**src/hw/user_card_pkg.sv**
```systemverilog
package user_card_pkg;

  // register indexes; byte address is four times the index
  localparam int IDX_W = 3;
  localparam int ADDR_W = 5;
  localparam logic [IDX_W-1:0] IDX_STATUS = 3'h0;
  localparam logic [IDX_W-1:0] IDX_SETTINGS = 3'h1;
  localparam logic [IDX_W-1:0] IDX_CLOCK = 3'h2;
  localparam logic [IDX_W-1:0] IDX_EARLY_HI = 3'h3;
  localparam logic [IDX_W-1:0] IDX_MASK = 3'h4;

  // status bit positions
  localparam int ST_ACTIVE = 7;
  localparam int ST_EARLY = 6;
  localparam int ST_MISSING = 5;
  localparam int ST_OVERCURRENT = 4;
  localparam int ST_INTERNAL = 3;
  localparam int ST_INSREM = 2;
  localparam int ST_PRESENT = 1;
  localparam int ST_RAMP = 0;
  // flags that stick until the status register is read
  localparam logic [7:0] COR_MASK = 8'h75;

  // settings fields
  localparam int SET_SUPPLY_HI = 7;
  localparam int SET_SUPPLY_LO = 6;
  localparam int SET_IO_CONNECT = 5;
  localparam int SET_WARM = 3;
  localparam int SET_POLARITY = 2;
  localparam int SET_ACTIVATE = 0;
  localparam logic [7:0] SETTINGS_RST = 8'h60;

  // clock settings fields
  localparam int CK_INTERNAL = 7;
  localparam int CK_FORCE_LOW = 6;
  localparam int CK_FORCE_HIGH = 5;
  localparam int CK_DIV_HI = 4;
  localparam int CK_DIV_LO = 2;
  localparam logic [7:0] CLOCK_RST = 8'h0C;
  localparam logic [7:0] CLOCK_WMASK = 8'hFC;

  localparam logic [7:0] EARLY_HI_RST = 8'hAA;
  localparam logic [7:0] MASK_RST = 8'h00;

  // internal card clock: about 1.2 MHz from the 10 MHz core clock
  localparam longint CORE_CLK_HZ = 10000000;
  localparam longint INT_CLK_HZ = 1200000;
  localparam int INT_DIV = int'(CORE_CLK_HZ / INT_CLK_HZ);
  localparam int CNT_W = 4;

  typedef enum logic [1:0] {
    SRC_LOW,
    SRC_HIGH,
    SRC_INPUT,
    SRC_DIV
  } clk_src_e;

  typedef struct packed {
    logic read;
    logic write;
    logic [ADDR_W-1:0] address;
    logic [3:0] byteenable;
    logic [31:0] writedata;
  } avmm_req_s;

  typedef struct packed {
    logic answer_too_soon;
    logic answer_missing;
    logic overcurrent;
    logic ramp_fault;
    logic auto_deactivate;
  } slot_events_s;

endpackage : user_card_pkg

```
**src/hw/user_card_ctrl_status_regs.sv**
```systemverilog
`timescale 1ns/1ps
// Summary of operation
// - status bit 7 shows interface active, live supply_stable_i level, not reset
// - bit 6 sets on early answer, clear-on-read
// - bit 5 sets on missing answer, clear-on-read
// - bit 4 sets on overcurrent, clear-on-read
// - bit 3 shows internal clock in use
// - bit 2 sets on insertion/extraction, clear-on-read
// - bit 1 shows card presence
// - bit 0 sets on supply ramp fault, clear-on-read
// - settings 7:6 select supply, default 01
// - settings bit 5 connects IO lines, default 1
// - warm reset bit starts, self-clears, async only
// - settings bit 2 sets presence pin polarity
// - bit 0 activates/deactivates, async only; auto-deactivation clears it
// - clock bit 7 selects internal clock, sync mode off
// - clock bit 6 forces card clock low unless internal clock in use
// - clock bit 5 forces high, sync needs enable 0
// - async divider 1,2,4,5,8, default 011
// - sync divider gives undivided clock when enabled
module user_card_ctrl_status_regs
  import user_card_pkg::*;
#(
  parameter int INT_CLK_DIV = INT_DIV
) (
  // clock, reset, freeze
  input wire logic core_clk_i,
  input wire logic sys_rst_i,
  input wire logic ce_i,
  // avalon-mm slave
  input wire avmm_req_s avs_req_i,
  output logic [31:0] avs_readdata_o,
  output logic avs_waitrequest_o,
  output logic irq_o,
  // slot events and levels from the sequencer (same clock)
  input wire slot_events_s events_i,
  input wire logic supply_stable_i,
  input wire logic sync_mode_i,
  input wire logic manual_mode_i,
  input wire logic sync_clk_enable_i,
  // card presence pin (asynchronous)
  input wire logic card_sense_input_i,
  // slot controls
  output logic [1:0] supply_select_o,
  output logic io_connect_o,
  output logic warm_reset_start_o,
  output logic async_activate_o,
  output logic [7:0] early_count_high_o,
  output logic slot_irq_summary_o,
  output logic card_clock_output_o
);

  // refuse dividers the counter cannot hold
  if (INT_CLK_DIV < 2 || INT_CLK_DIV > (1 << CNT_W) - 1) begin : g_bad_div
    $error("INT_CLK_DIV out of range");
  end

  // bus decode
  wire logic [IDX_W-1:0] idx = avs_req_i.address[ADDR_W-1:2];
  wire logic req = avs_req_i.read | avs_req_i.write;
  wire logic lane0 = avs_req_i.byteenable[0];
  wire logic [7:0] wdata = avs_req_i.writedata[7:0];
  wire logic hit_status = (idx == IDX_STATUS);
  wire logic hit_settings = (idx == IDX_SETTINGS);
  wire logic hit_clock = (idx == IDX_CLOCK);
  wire logic hit_early = (idx == IDX_EARLY_HI);
  wire logic hit_mask = (idx == IDX_MASK);

  logic ack_q;
  logic [7:0] rdata_q;
  logic [7:0] flags_q;
  logic [7:0] settings_q;
  logic [7:0] clock_q;
  logic [7:0] early_hi_q;
  logic [7:0] mask_q;
  logic warm_pulse_q;
  logic irq_q;
  logic summary_q;
  logic sense_meta_q;
  logic sense_q;
  logic sense_prev_q;
  logic sense_valid_q;
  logic [1:0] sense_warm_q;
  logic [CNT_W-1:0] div_cnt_q;
  logic div_clk_q;
  logic use_input_q;

  // the second edge of a request accepts it; one wait state always
  wire logic accept = req & ack_q;
  wire logic wr_acc = accept & avs_req_i.write & lane0;
  wire logic rd_status = accept & avs_req_i.read & hit_status;
  assign avs_waitrequest_o = req & ~ack_q;

  // mode qualifiers
  wire logic async_mode = ~sync_mode_i & ~manual_mode_i;
  wire logic async_clk = ~sync_mode_i;

  // presence follows the chosen polarity of the synchronised pin
  wire logic present = settings_q[SET_POLARITY] ? sense_q : ~sense_q;
  wire logic sense_edge = sense_valid_q & (sense_q ^ sense_prev_q);

  // internal clock in force only while sync mode is off (async or manual mode)
  wire logic internal_on = async_clk & clock_q[CK_INTERNAL];

  // hardware events for the sticky flags
  wire logic [7:0] ev;
  assign ev[ST_ACTIVE] = 1'b0;
  assign ev[ST_EARLY] = events_i.answer_too_soon;
  assign ev[ST_MISSING] = events_i.answer_missing;
  assign ev[ST_OVERCURRENT] = events_i.overcurrent;
  assign ev[ST_INTERNAL] = 1'b0;
  assign ev[ST_INSREM] = sense_edge;
  assign ev[ST_PRESENT] = 1'b0;
  assign ev[ST_RAMP] = events_i.ramp_fault;

  // live status word: sticky flags plus level bits
  wire logic [7:0] status_val;
  assign status_val[ST_ACTIVE] = supply_stable_i;
  assign status_val[ST_EARLY] = flags_q[ST_EARLY];
  assign status_val[ST_MISSING] = flags_q[ST_MISSING];
  assign status_val[ST_OVERCURRENT] = flags_q[ST_OVERCURRENT];
  assign status_val[ST_INTERNAL] = internal_on;
  assign status_val[ST_INSREM] = flags_q[ST_INSREM];
  assign status_val[ST_PRESENT] = present;
  assign status_val[ST_RAMP] = flags_q[ST_RAMP];

  // read mux; unmapped indexes read zero
  wire logic [7:0] rd_mux = hit_status ? status_val :
                            hit_settings ? settings_q :
                            hit_clock ? clock_q :
                            hit_early ? early_hi_q :
                            hit_mask ? mask_q : 8'h00;

  // clear exactly what the read returned; later events survive
  wire logic [7:0] clr = rd_status ? (rdata_q & COR_MASK) : 8'h00;
  wire logic [7:0] flags_d = ((flags_q & ~clr) | ev) & COR_MASK;

  // settings write: warm and activate honoured only in async mode
  wire logic [7:0] set_wr;
  assign set_wr[SET_SUPPLY_HI] = wdata[SET_SUPPLY_HI];
  assign set_wr[SET_SUPPLY_LO] = wdata[SET_SUPPLY_LO];
  assign set_wr[SET_IO_CONNECT] = wdata[SET_IO_CONNECT];
  assign set_wr[4] = 1'b0;
  assign set_wr[SET_WARM] = wdata[SET_WARM] & async_mode;
  assign set_wr[SET_POLARITY] = wdata[SET_POLARITY];
  assign set_wr[1] = 1'b0;
  assign set_wr[SET_ACTIVATE] = async_mode ? wdata[SET_ACTIVATE] :
                                settings_q[SET_ACTIVATE];

  // warm bit lives one cycle, then self-clears as the sequence starts
  wire logic [7:0] set_hw;
  assign set_hw = {settings_q[7:4],
                   1'b0,
                   settings_q[2:1],
                   settings_q[SET_ACTIVATE] & ~events_i.auto_deactivate};
  // a software write in the same cycle as auto-deactivation wins
  wire logic [7:0] settings_d = (wr_acc & hit_settings) ? set_wr : set_hw;

  // bus handshake and read capture
  always_ff @(posedge core_clk_i) begin
    if (sys_rst_i) begin
      ack_q <= 1'b0;
      rdata_q <= 8'h00;
    end else if (ce_i) begin
      ack_q <= req & ~ack_q;
      if (req & ~ack_q & avs_req_i.read) begin
        rdata_q <= rd_mux;
      end
    end
  end
  assign avs_readdata_o = {24'h000000, rdata_q};

  // sticky flags; a set in the clearing cycle wins
  always_ff @(posedge core_clk_i) begin
    if (sys_rst_i) begin
      flags_q <= 8'h00;
    end else if (ce_i) begin
      flags_q <= flags_d;
    end
  end

  // software-written registers
  always_ff @(posedge core_clk_i) begin
    if (sys_rst_i) begin
      settings_q <= SETTINGS_RST;
      clock_q <= CLOCK_RST;
      early_hi_q <= EARLY_HI_RST;
      mask_q <= MASK_RST;
    end else if (ce_i) begin
      settings_q <= settings_d;
      if (wr_acc & hit_clock) begin
        clock_q <= wdata & CLOCK_WMASK;
      end
      if (wr_acc & hit_early) begin
        early_hi_q <= wdata;
      end
      if (wr_acc & hit_mask) begin
        mask_q <= wdata & COR_MASK;
      end
    end
  end

  // warm start pulse and interrupt outputs
  always_ff @(posedge core_clk_i) begin
    if (sys_rst_i) begin
      warm_pulse_q <= 1'b0;
      irq_q <= 1'b0;
      summary_q <= 1'b0;
    end else if (ce_i) begin
      warm_pulse_q <= settings_q[SET_WARM];
      irq_q <= |(flags_d & mask_q);
      summary_q <= |flags_d;
    end
  end

  // two-flop synchroniser for the presence pin
  always_ff @(posedge core_clk_i) begin
    if (sys_rst_i) begin
      sense_meta_q <= 1'b0;
      sense_q <= 1'b0;
      sense_prev_q <= 1'b0;
      sense_valid_q <= 1'b0;
      sense_warm_q <= 2'h0;
    end else if (ce_i) begin
      sense_meta_q <= card_sense_input_i;
      sense_q <= sense_meta_q;
      sense_prev_q <= sense_q;
      // no edge reported until both compared stages hold real samples,
      // so a pin idling high does not fake an insertion after reset
      sense_warm_q <= {sense_warm_q[0], 1'b1};
      sense_valid_q <= sense_warm_q[1];
    end
  end

  // card clock source selection by priority
  wire logic [2:0] div_code = clock_q[CK_DIV_HI:CK_DIV_LO];
  wire logic [CNT_W-1:0] div_period =
    internal_on ? CNT_W'(INT_CLK_DIV) :
    div_code[2] ? CNT_W'(8) :
    (div_code[1:0] == 2'b11) ? CNT_W'(5) :
    (div_code[1:0] == 2'b10) ? CNT_W'(4) :
    (div_code[1:0] == 2'b01) ? CNT_W'(2) : CNT_W'(1);
  wire logic force_low = clock_q[CK_FORCE_LOW];
  wire logic force_high = clock_q[CK_FORCE_HIGH] &
                          (async_clk | ~sync_clk_enable_i);
  clk_src_e src;
  assign src = (internal_on) ? SRC_DIV :
               force_low ? SRC_LOW :
               force_high ? SRC_HIGH :
               (~async_clk & ~sync_clk_enable_i) ? SRC_LOW :
               (~async_clk) ? SRC_INPUT :
               (div_period == CNT_W'(1)) ? SRC_INPUT : SRC_DIV;

  // half-period threshold; odd periods spend the extra cycle low
  wire logic [CNT_W-1:0] half = div_period >> 1;
  wire logic cnt_wrap = (div_cnt_q >= div_period - CNT_W'(1));

  // divider counter and registered card clock level
  always_ff @(posedge core_clk_i) begin
    if (sys_rst_i) begin
      div_cnt_q <= '0;
      div_clk_q <= 1'b0;
      use_input_q <= 1'b0;
    end else if (ce_i) begin
      div_cnt_q <= cnt_wrap ? '0 : div_cnt_q + CNT_W'(1);
      use_input_q <= (src == SRC_INPUT);
      case (src)
        SRC_LOW: begin
          div_clk_q <= 1'b0;
        end
        SRC_HIGH: begin
          div_clk_q <= 1'b1;
        end
        SRC_DIV: begin
          div_clk_q <= (cnt_wrap ? '0 : div_cnt_q + CNT_W'(1)) < half;
        end
        default: begin
          div_clk_q <= 1'b0;
        end
      endcase
    end
  end

  // undivided path passes the core clock itself; switch is registered
  // so the mux select never changes mid high phase of the core clock
  assign card_clock_output_o = use_input_q ? core_clk_i : div_clk_q;

  // control outputs
  assign supply_select_o = settings_q[SET_SUPPLY_HI:SET_SUPPLY_LO];
  assign io_connect_o = settings_q[SET_IO_CONNECT];
  assign warm_reset_start_o = warm_pulse_q;
  assign async_activate_o = settings_q[SET_ACTIVATE];
  assign early_count_high_o = early_hi_q;
  assign slot_irq_summary_o = summary_q;
  assign irq_o = irq_q;

endmodule : user_card_ctrl_status_regs

```
**config.mk**
```make
export PLATFORM = sky130hd
export DESIGN_NAME = user_card_ctrl_status_regs
export DESIGN_NICKNAME = d
export VERILOG_FILES = /design/src/hw/user_card_pkg.sv /design/src/hw/user_card_ctrl_status_regs.sv
export SDC_FILE = /design/constraint.sdc
export NUM_CORES = 1
export LEC_CHECK = 0
export BUFFER_PORTS_ARGS = -buffer_cell sky130_fd_sc_hd__clkbuf_2
export CAP_MARGIN = 40
export CORE_MARGIN = 4
export CORE_UTILIZATION = 54
export DETAILED_ROUTE_END_ITERATION = 16
export PLACE_DENSITY_LB_ADDON = 0.12
export RECOVER_POWER = 100
export REMOVE_ABC_BUFFERS = 1
export SLEW_MARGIN = 20
export SYNTH_ARGS = -nofsm -noshare
export SYNTH_HDL_FRONTEND = slang
export SYNTH_SLANG_ARGS = --single-unit
```
**constraint.sdc**
```tcl
create_clock -name core_clk_i -period 5.2 [get_ports core_clk_i]
set_input_delay 0.52 -clock core_clk_i [delete_from_list [all_inputs] [get_ports core_clk_i]]
set_output_delay 0.52 -clock core_clk_i [all_outputs]
set_load 0.05 [all_outputs]
```
==> flow_metrics.env, run 1 <==
export IMPL_status="finished with violations"
export IMPL_violations="max-capacitance violations, max-slew violations"
export IMPL_wire_per_inst_um=15.3
export IMPL_totalNegativeSetupSlack_ns=0
export IMPL_drc=0
export IMPL_finalHoldViolCount=0
export IMPL_crit_path_end_kind="output port"
export IMPL_die_w_um=81.6
export IMPL_combPwrFrac=0.158
export IMPL_p_switching_uw=271
export IMPL_clk_latency_ns=0.41
export IMPL_worstReg2RegEnd="div_clk_q"
export IMPL_yosysWarnings=0
export IMPL_num_vias=2377
export IMPL_required_ns=4.68
export IMPL_cts_resized=0
export IMPL_p_clk_frac=0.374
export IMPL_hpwl_um=4830
export IMPL_core_um2=5170
export IMPL_die_area_um2=6660
export IMPL_syn2layout_area_growth_pct=8.21
export IMPL_holdWs_ns=0.337
export IMPL_clk_pin_slew_worst_paths_ns=0.10
export IMPL_ant_nets=0
export IMPL_grt_pass1_wl_um=10900
export IMPL_post_cts_buffers=0
export IMPL_hold_depth=3
export IMPL_n_fill_cell=477
export IMPL_drt_iter0_markers=141
export IMPL_rsz0062_at_grt="false"
export IMPL_power_uw=929
export IMPL_slew_violations=25
export IMPL_async_flop_share=0
export IMPL_synth_avg_cell_area_um2=9.23
export IMPL_nets=428
export IMPL_grt_usage=0.214
export IMPL_r2r_start="clock_q[7]"
export IMPL_ir_worst_vdd_mv=0.136
export IMPL_syn_area_um2=2930
export IMPL_worst_setup_path_start_kind="clock port"
export IMPL_crit_fanout=2
export IMPL_wl_um=6640
export IMPL_p_int_uw=658
export IMPL_hp_start="avs_req_i[1]"
export IMPL_die_h_um=81.6
export IMPL_synth_seq_cells=54
export IMPL_hold_buffers=0
export IMPL_swShare=0.292
export IMPL_maxCapViolCount=3
export IMPL_place_area_um2=3100
export IMPL_grt_overflow=0
export IMPL_setup_violations=0
export IMPL_drive_above_1_share=0.135
export IMPL_rows=26
export IMPL_hold_class="primary input to register"
export IMPL_yosysUniqueCellTypes=55
export IMPL_port_buffers=51
export IMPL_grt_pass1_vias=2270
export IMPL_slew_limit_headroom=-0.212
export IMPL_powerDensity_nw_per_um2=293
export IMPL_reg2reg_depth=14
export IMPL_viasPerCell=5.48
export IMPL_synth_edff_count=0
export IMPL_ys_flop_type="dfxtp_1"
export IMPL_finalInstanceArea_um2=3170
export IMPL_grt_max_degree=41
export IMPL_cts_tree="done"
export IMPL_io_pins=105
export IMPL_worstSetupPathType="clock port to output port"
export IMPL_skew_ns=0.00653
export IMPL_dr_pass1_iters=6
export IMPL_min_to="early_count_high_o[1]"
export IMPL_syn_inst=317
export IMPL_leakage_nw=1.33
export IMPL_insertedDiodeCount=0
export IMPL_grt_antenna_before_repair=0
export IMPL_start_util=0.566
export IMPL_ys_seq_area_frac=0.369
export IMPL_worstMarginPinSlew_ns=1.79
export IMPL_r2r_setup_slack_ns=1.56
export IMPL_critPathArrivalTime_ns=3.37
export IMPL_gp_congestion=0.813
export IMPL_seqPwrFrac=0.468
==> metal layers <==
layer,track usage,up-vias,part of all wire
li1,-,1166,-
met1,0.283,1127,0.48
met2,0.341,77,0.44
met3,0.0504,7,0.068
met4,0.0764,0,0.012
met5,0,-,0
==> placed cells by master, fill, tap and decap left out, drive strengths merged, types with 4 or more instances in the layout <==
master / n
mux4: 5
clkbuf: 60
nor2: 55
nand3: 6
inv: 14
mux2i: 29
a22oi: 7
a41oi: 4
o21ai: 8
a21oi: 7
nor2b: 4
ha: 9
conb: 24
a221oi: 5
nand2: 17
dfxtp: 54
nor3: 7
==> final cells by class <==
cell class,instances,area (um^2),area share
clock buffers,10,118,0.0371
clock inverters,2,37.5,0.0119
inverters,14,52.6,0.0166
flip-flops and latches,54,1080,0.341
repair buffers,51,226,0.0715
multi-input cells,233,1560,0.494
well taps,70,87.6,0.0277
==> worst max path at each step <==
stage	cells after the start	start	to
floorplan	1	core_clk_i	card_clock_output_o
global placement	15	sync_mode_i	div_clk_q
detailed placement	15	sync_mode_i	div_clk_q
CTS	4	core_clk_i	card_clock_output_o
global route	14	clock_q[7]	div_clk_q
finish	4	core_clk_i	card_clock_output_o
==> synthesized netlist by cell type, types with 2 or more instances <==
master | number | share of area
o21ai_0 | 8 | 0.014
ha_1 | 9 | 0.038
a211oi_1 | 2 | 0.0051
clkbuf_1 | 4 | 0.0051
buf_4 | 27 | 0.069
a22oi_1 | 7 | 0.018
inv_1 | 14 | 0.018
and2_1 | 2 | 0.0043
a221oi_1 | 5 | 0.015
mux4_2 | 3 | 0.023
mux2_2 | 3 | 0.012
and3_1 | 2 | 0.0043
nor2_1 | 55 | 0.071
o211ai_1 | 3 | 0.0077
a41oi_1 | 4 | 0.012
a21oi_1 | 7 | 0.012
dfxtp_1 | 54 | 0.37
a32oi_1 | 2 | 0.0060
mux2i_1 | 29 | 0.099
nand3b_1 | 2 | 0.0051
nand3_1 | 6 | 0.010
nand2_1 | 16 | 0.021
nor4b_4 | 2 | 0.016
buf_1 | 4 | 0.0051
mux4_1 | 2 | 0.018
and3b_1 | 2 | 0.0060
nor3_1 | 6 | 0.010
xor2_1 | 3 | 0.0090
nor2b_1 | 4 | 0.0085
a31oi_1 | 3 | 0.0064
buf_2 | 3 | 0.0051
==> metrics by stage <==
step | setup WS (ns) | utilization | cells
after CTS | 1.37 | 0.629 | 434
final | 1.31 | 0.612 | 434
after global routing | 1.20 | 0.612 | 434
after global placement | 1.46 | 0.600 | 423
after floorplan | 1.71 | - | 301
after detailed placement | 1.41 | 0.600 | 423
==> power groups by stage <==
stage | Combinational, mW | Clock (mW) | Sequential [mW]
after global placement | 0.148 | 0.00719 | 0.445
after CTS | 0.150 | 0.354 | 0.436
after floorplan | 0.0896 | 0.00630 | 0.458
final | 0.146 | 0.348 | 0.435
after detailed placement | 0.150 | 0.00719 | 0.445
after global routing | 0.160 | 0.376 | 0.437
==> worst max-delay path: stages <==
cell and delay (ns):
clkbuf_8 0.11, clkbuf_8 0.12, mux2_2 0.25, clkbuf_1 0.29
==> cell families (layout without fill, tap and decap cells) <==
group	Yosys count	count (layout)	share of synthesized area
other	1	24	0.00128
xor gates and xnor gates	4	4	0.0120
AOI/OAI and AO/OA	52	52	0.130
and+or+nand+nor	107	107	0.191
buffers and inverters	53	77	0.106
DFF	54	54	0.369
adders and majority gates	9	9	0.0385
muxes	37	37	0.152
==> flip-flops by register name (all words and copies together) (netlist names), 2 cells and up <==
register            cells
flags_q                 5
div_cnt_q               4
clock_q                 6
settings_q              6
rdata_q                 8
mask_q                  5
sense_warm_q            2
early_count_high_o      8
Power figures use the tool's default switching activity.
==> run 2, diff against run 1 <==
--- a/config.mk
+++ b/config.mk
@@ -8,7 +8,7 @@
 export BUFFER_PORTS_ARGS = -buffer_cell sky130_fd_sc_hd__clkbuf_2
 export CAP_MARGIN = 40
 export CORE_MARGIN = 4
-export CORE_UTILIZATION = 54
+export CORE_UTILIZATION = 50
 export DETAILED_ROUTE_END_ITERATION = 16
 export PLACE_DENSITY_LB_ADDON = 0.12
 export RECOVER_POWER = 100
==> constraint.sdc (replaced) <==
create_clock -name core_clk_i -period 3.6 [get_ports core_clk_i]
set_input_delay 0.36 -clock core_clk_i [delete_from_list [all_inputs] [get_ports core_clk_i]]
set_output_delay 0.36 -clock core_clk_i [all_outputs]
set_load 0.05 [all_outputs]
==> run 2 against run 1 <==
Effect of this change: the flow still finishes with violations (max-capacitance violations, max-slew violations); critical endpoint is now div_clk_q; critical path depth rose by 10; first-iteration DRC count fell by 23%; core utilization fell by 3.7 points; highest routed layer unchanged; largest power group unchanged; die area rose by 7.2%; clock skew fell by 0.0013 ns; register-to-register slack got worse by 1.3 ns; sequential power rose by 45%; power rose by 45%.
==> flow_metrics.env, run 2 (synthesized netlist as in run 1, its figures left out) <==
export IMPL_status="finished with violations"
export IMPL_violations="max-capacitance violations, max-slew violations"
export IMPL_wire_per_inst_um=15.9
export IMPL_hold_buffers=0
export IMPL_finalCriticalPeriod_ns=3.30
export IMPL_setup_violations=0
export IMPL_ir_worst_vdd_mv=0.171
export IMPL_ant_nets=0
export IMPL_drt_iter0_markers=108
export IMPL_seq_area_um2=1080
export IMPL_path_cells="inv_1 > ha_1 > nand2_1 > ha_1 > xor2_1 > ha_1 > a211oi_2 > o21a_1 > and2_1 > ha_1 > and3b_1 > o221ai_1 > a32oi_1 > o41ai_1"
export IMPL_leakage_nw=1.36
export IMPL_hpwl_um=4940
export IMPL_instances_no_fill=440
export IMPL_n_fill_cell=544
export IMPL_layout_common_cells="nor2_1 (54), dfxtp_1 (54), mux2i_1 (29)"
export IMPL_port_buffers=51
export IMPL_maxCapViolCount=1
export IMPL_placed_cells=429
export IMPL_die_h_um=84.5
export IMPL_worstSetupPathType="register to register"
export IMPL_multi_input_area_um2=1590
export IMPL_max_freq_mhz=303
export IMPL_grt_pass1_wl_um=11500
export IMPL_rows=27
export IMPL_clk_latency_ns=0.42
export IMPL_die_w_um=84.5
export IMPL_nets=432
export IMPL_grt_pass1_vias=2384
export IMPL_grt_max_degree=40
export IMPL_finalHoldViolCount=0
export IMPL_dr_pass1_iters=4
export IMPL_num_vias=2413
export IMPL_drive_above_1_share=0.160
export IMPL_syn2layout_area_growth_pct=10.1
export IMPL_holdWs_ns=0.167
export IMPL_insertedDiodeCount=0
export IMPL_die_area_um2=7140
export IMPL_powerDensity_nw_per_um2=418
export IMPL_rsz0062_at_grt="false"
export IMPL_gp_congestion=0.838
export IMPL_viasPerCell=5.48
export IMPL_clk_pin_slew_worst_paths_ns=0.10
export IMPL_critPathArrivalTime_ns=3.62
export IMPL_cts_tree="done"
export IMPL_totalNegativeSetupSlack_ns=0
export IMPL_post_route_period_util=0.915
export IMPL_start_util=0.522
export IMPL_critPathMaxStageDelay_ns=0.40
export IMPL_core_um2=5610
export IMPL_crit_fanout=5
export IMPL_critPathSlowestCell="dfxtp_1"
export IMPL_crit_top_cell="ha_1"
export IMPL_io_pins=105
export IMPL_wl_um=7000
export IMPL_cp_num_buf_inv=1
export IMPL_grt_overflow=0
export IMPL_skew_ns=0.00521
export IMPL_slew_limit_headroom=-0.0222
export IMPL_slew_violations=28
export IMPL_grt_antenna_before_repair=0
export IMPL_worst_setup_path_start_kind="register"
export IMPL_drc=0
export IMPL_hold_class="primary input to register"
export IMPL_worstMarginPinSlew_ns=1.53
export IMPL_crit_path_end_kind="register"
export IMPL_required_ns=3.92
export IMPL_grt_usage=0.203
export IMPL_cpLargestDelayFamily="compound AO/OA/AOI/OAI gates"
-- run 2: cell types whose count changed in the layout (fill, tap and decap cells not counted), sizes merged --
| cell | previous run | this run |
|---|---|---|
| buf | 1 | 4 |
| clkinv | 0 | 2 |
| clkinvlp | 1 | 0 |
-- run 2: power by group --
group	total, mW	switching (mW)	internal, mW
clock network	0.504	0.226	0.278
logic	0.215	0.159	0.0565
registers	0.629	0.0138	0.615
-- run 2: path summary, 6_finish.rpt --
check / from / end / slack [ns] / depth (start not counted)
worst max-delay path: clock_q[3] / div_clk_q / 0.30 / 14
worst min-delay path: avs_req_i[1] / early_count_high_o[1] / 0.17 / 3
worst max register to register: clock_q[3] / div_clk_q / 0.30 / 14
worst min register to register: sense_warm_q[0] / sense_warm_q[0] / 0.47 / 2
-- run 2: cell type report --
class / count / area share
Inverter: 14 / 0.0163
Tap cell: 72 / 0.0280
Timing Repair Buffer: 55 / 0.0796
Sequential cell: 54 / 0.335
Clock inverter: 3 / 0.0124
Clock buffer: 9 / 0.0353
Multi-Input combinational cell: 233 / 0.493
-- run 2: stage by stage --
step                power (mW)   util  cell area (um^2)  setup slack (ns)
global route              1.41  0.575              3220            0.0341
detailed placement       0.872  0.559              3140             0.194
CTS                       1.36  0.586              3290             0.154
floorplan                0.800      -              2750             0.516
global placement         0.869  0.559              3140             0.222
finish                    1.35  0.575              3220             0.304
-- run 2: per-layer routing --
metal  vias up  routed length [um]  GRT usage  part of all wire
met5         -                   0          0                 0
li1       1172                   -          -                 -
met3        13                 464     0.0442             0.066
met2        82                3040      0.312              0.43
met4         0                 144     0.0863             0.021
met1      1146                3350      0.275              0.48
-- run 2: worst reg2reg max path: stages, from the launching register on --
cell and delay, ns:
dfxtp_1 0.40, inv_1 0.08, ha_1 0.27, nand2_1 0.08, ha_1 0.20, xor2_1 0.17
ha_1 0.30, a211oi_2 0.27, o21a_1 0.23, and2_1 0.15, ha_1 0.25, and3b_1 0.17
o221ai_1 0.18, a32oi_1 0.14, o41ai_1 0.29
-- run 2: what timing repair did --
action,4_1_cts,5_1_grt
endpoints found under the hold margin,0,0
endpoints found under the setup margin,0,1
gates resized for setup,0,2
setup buffers,0,0
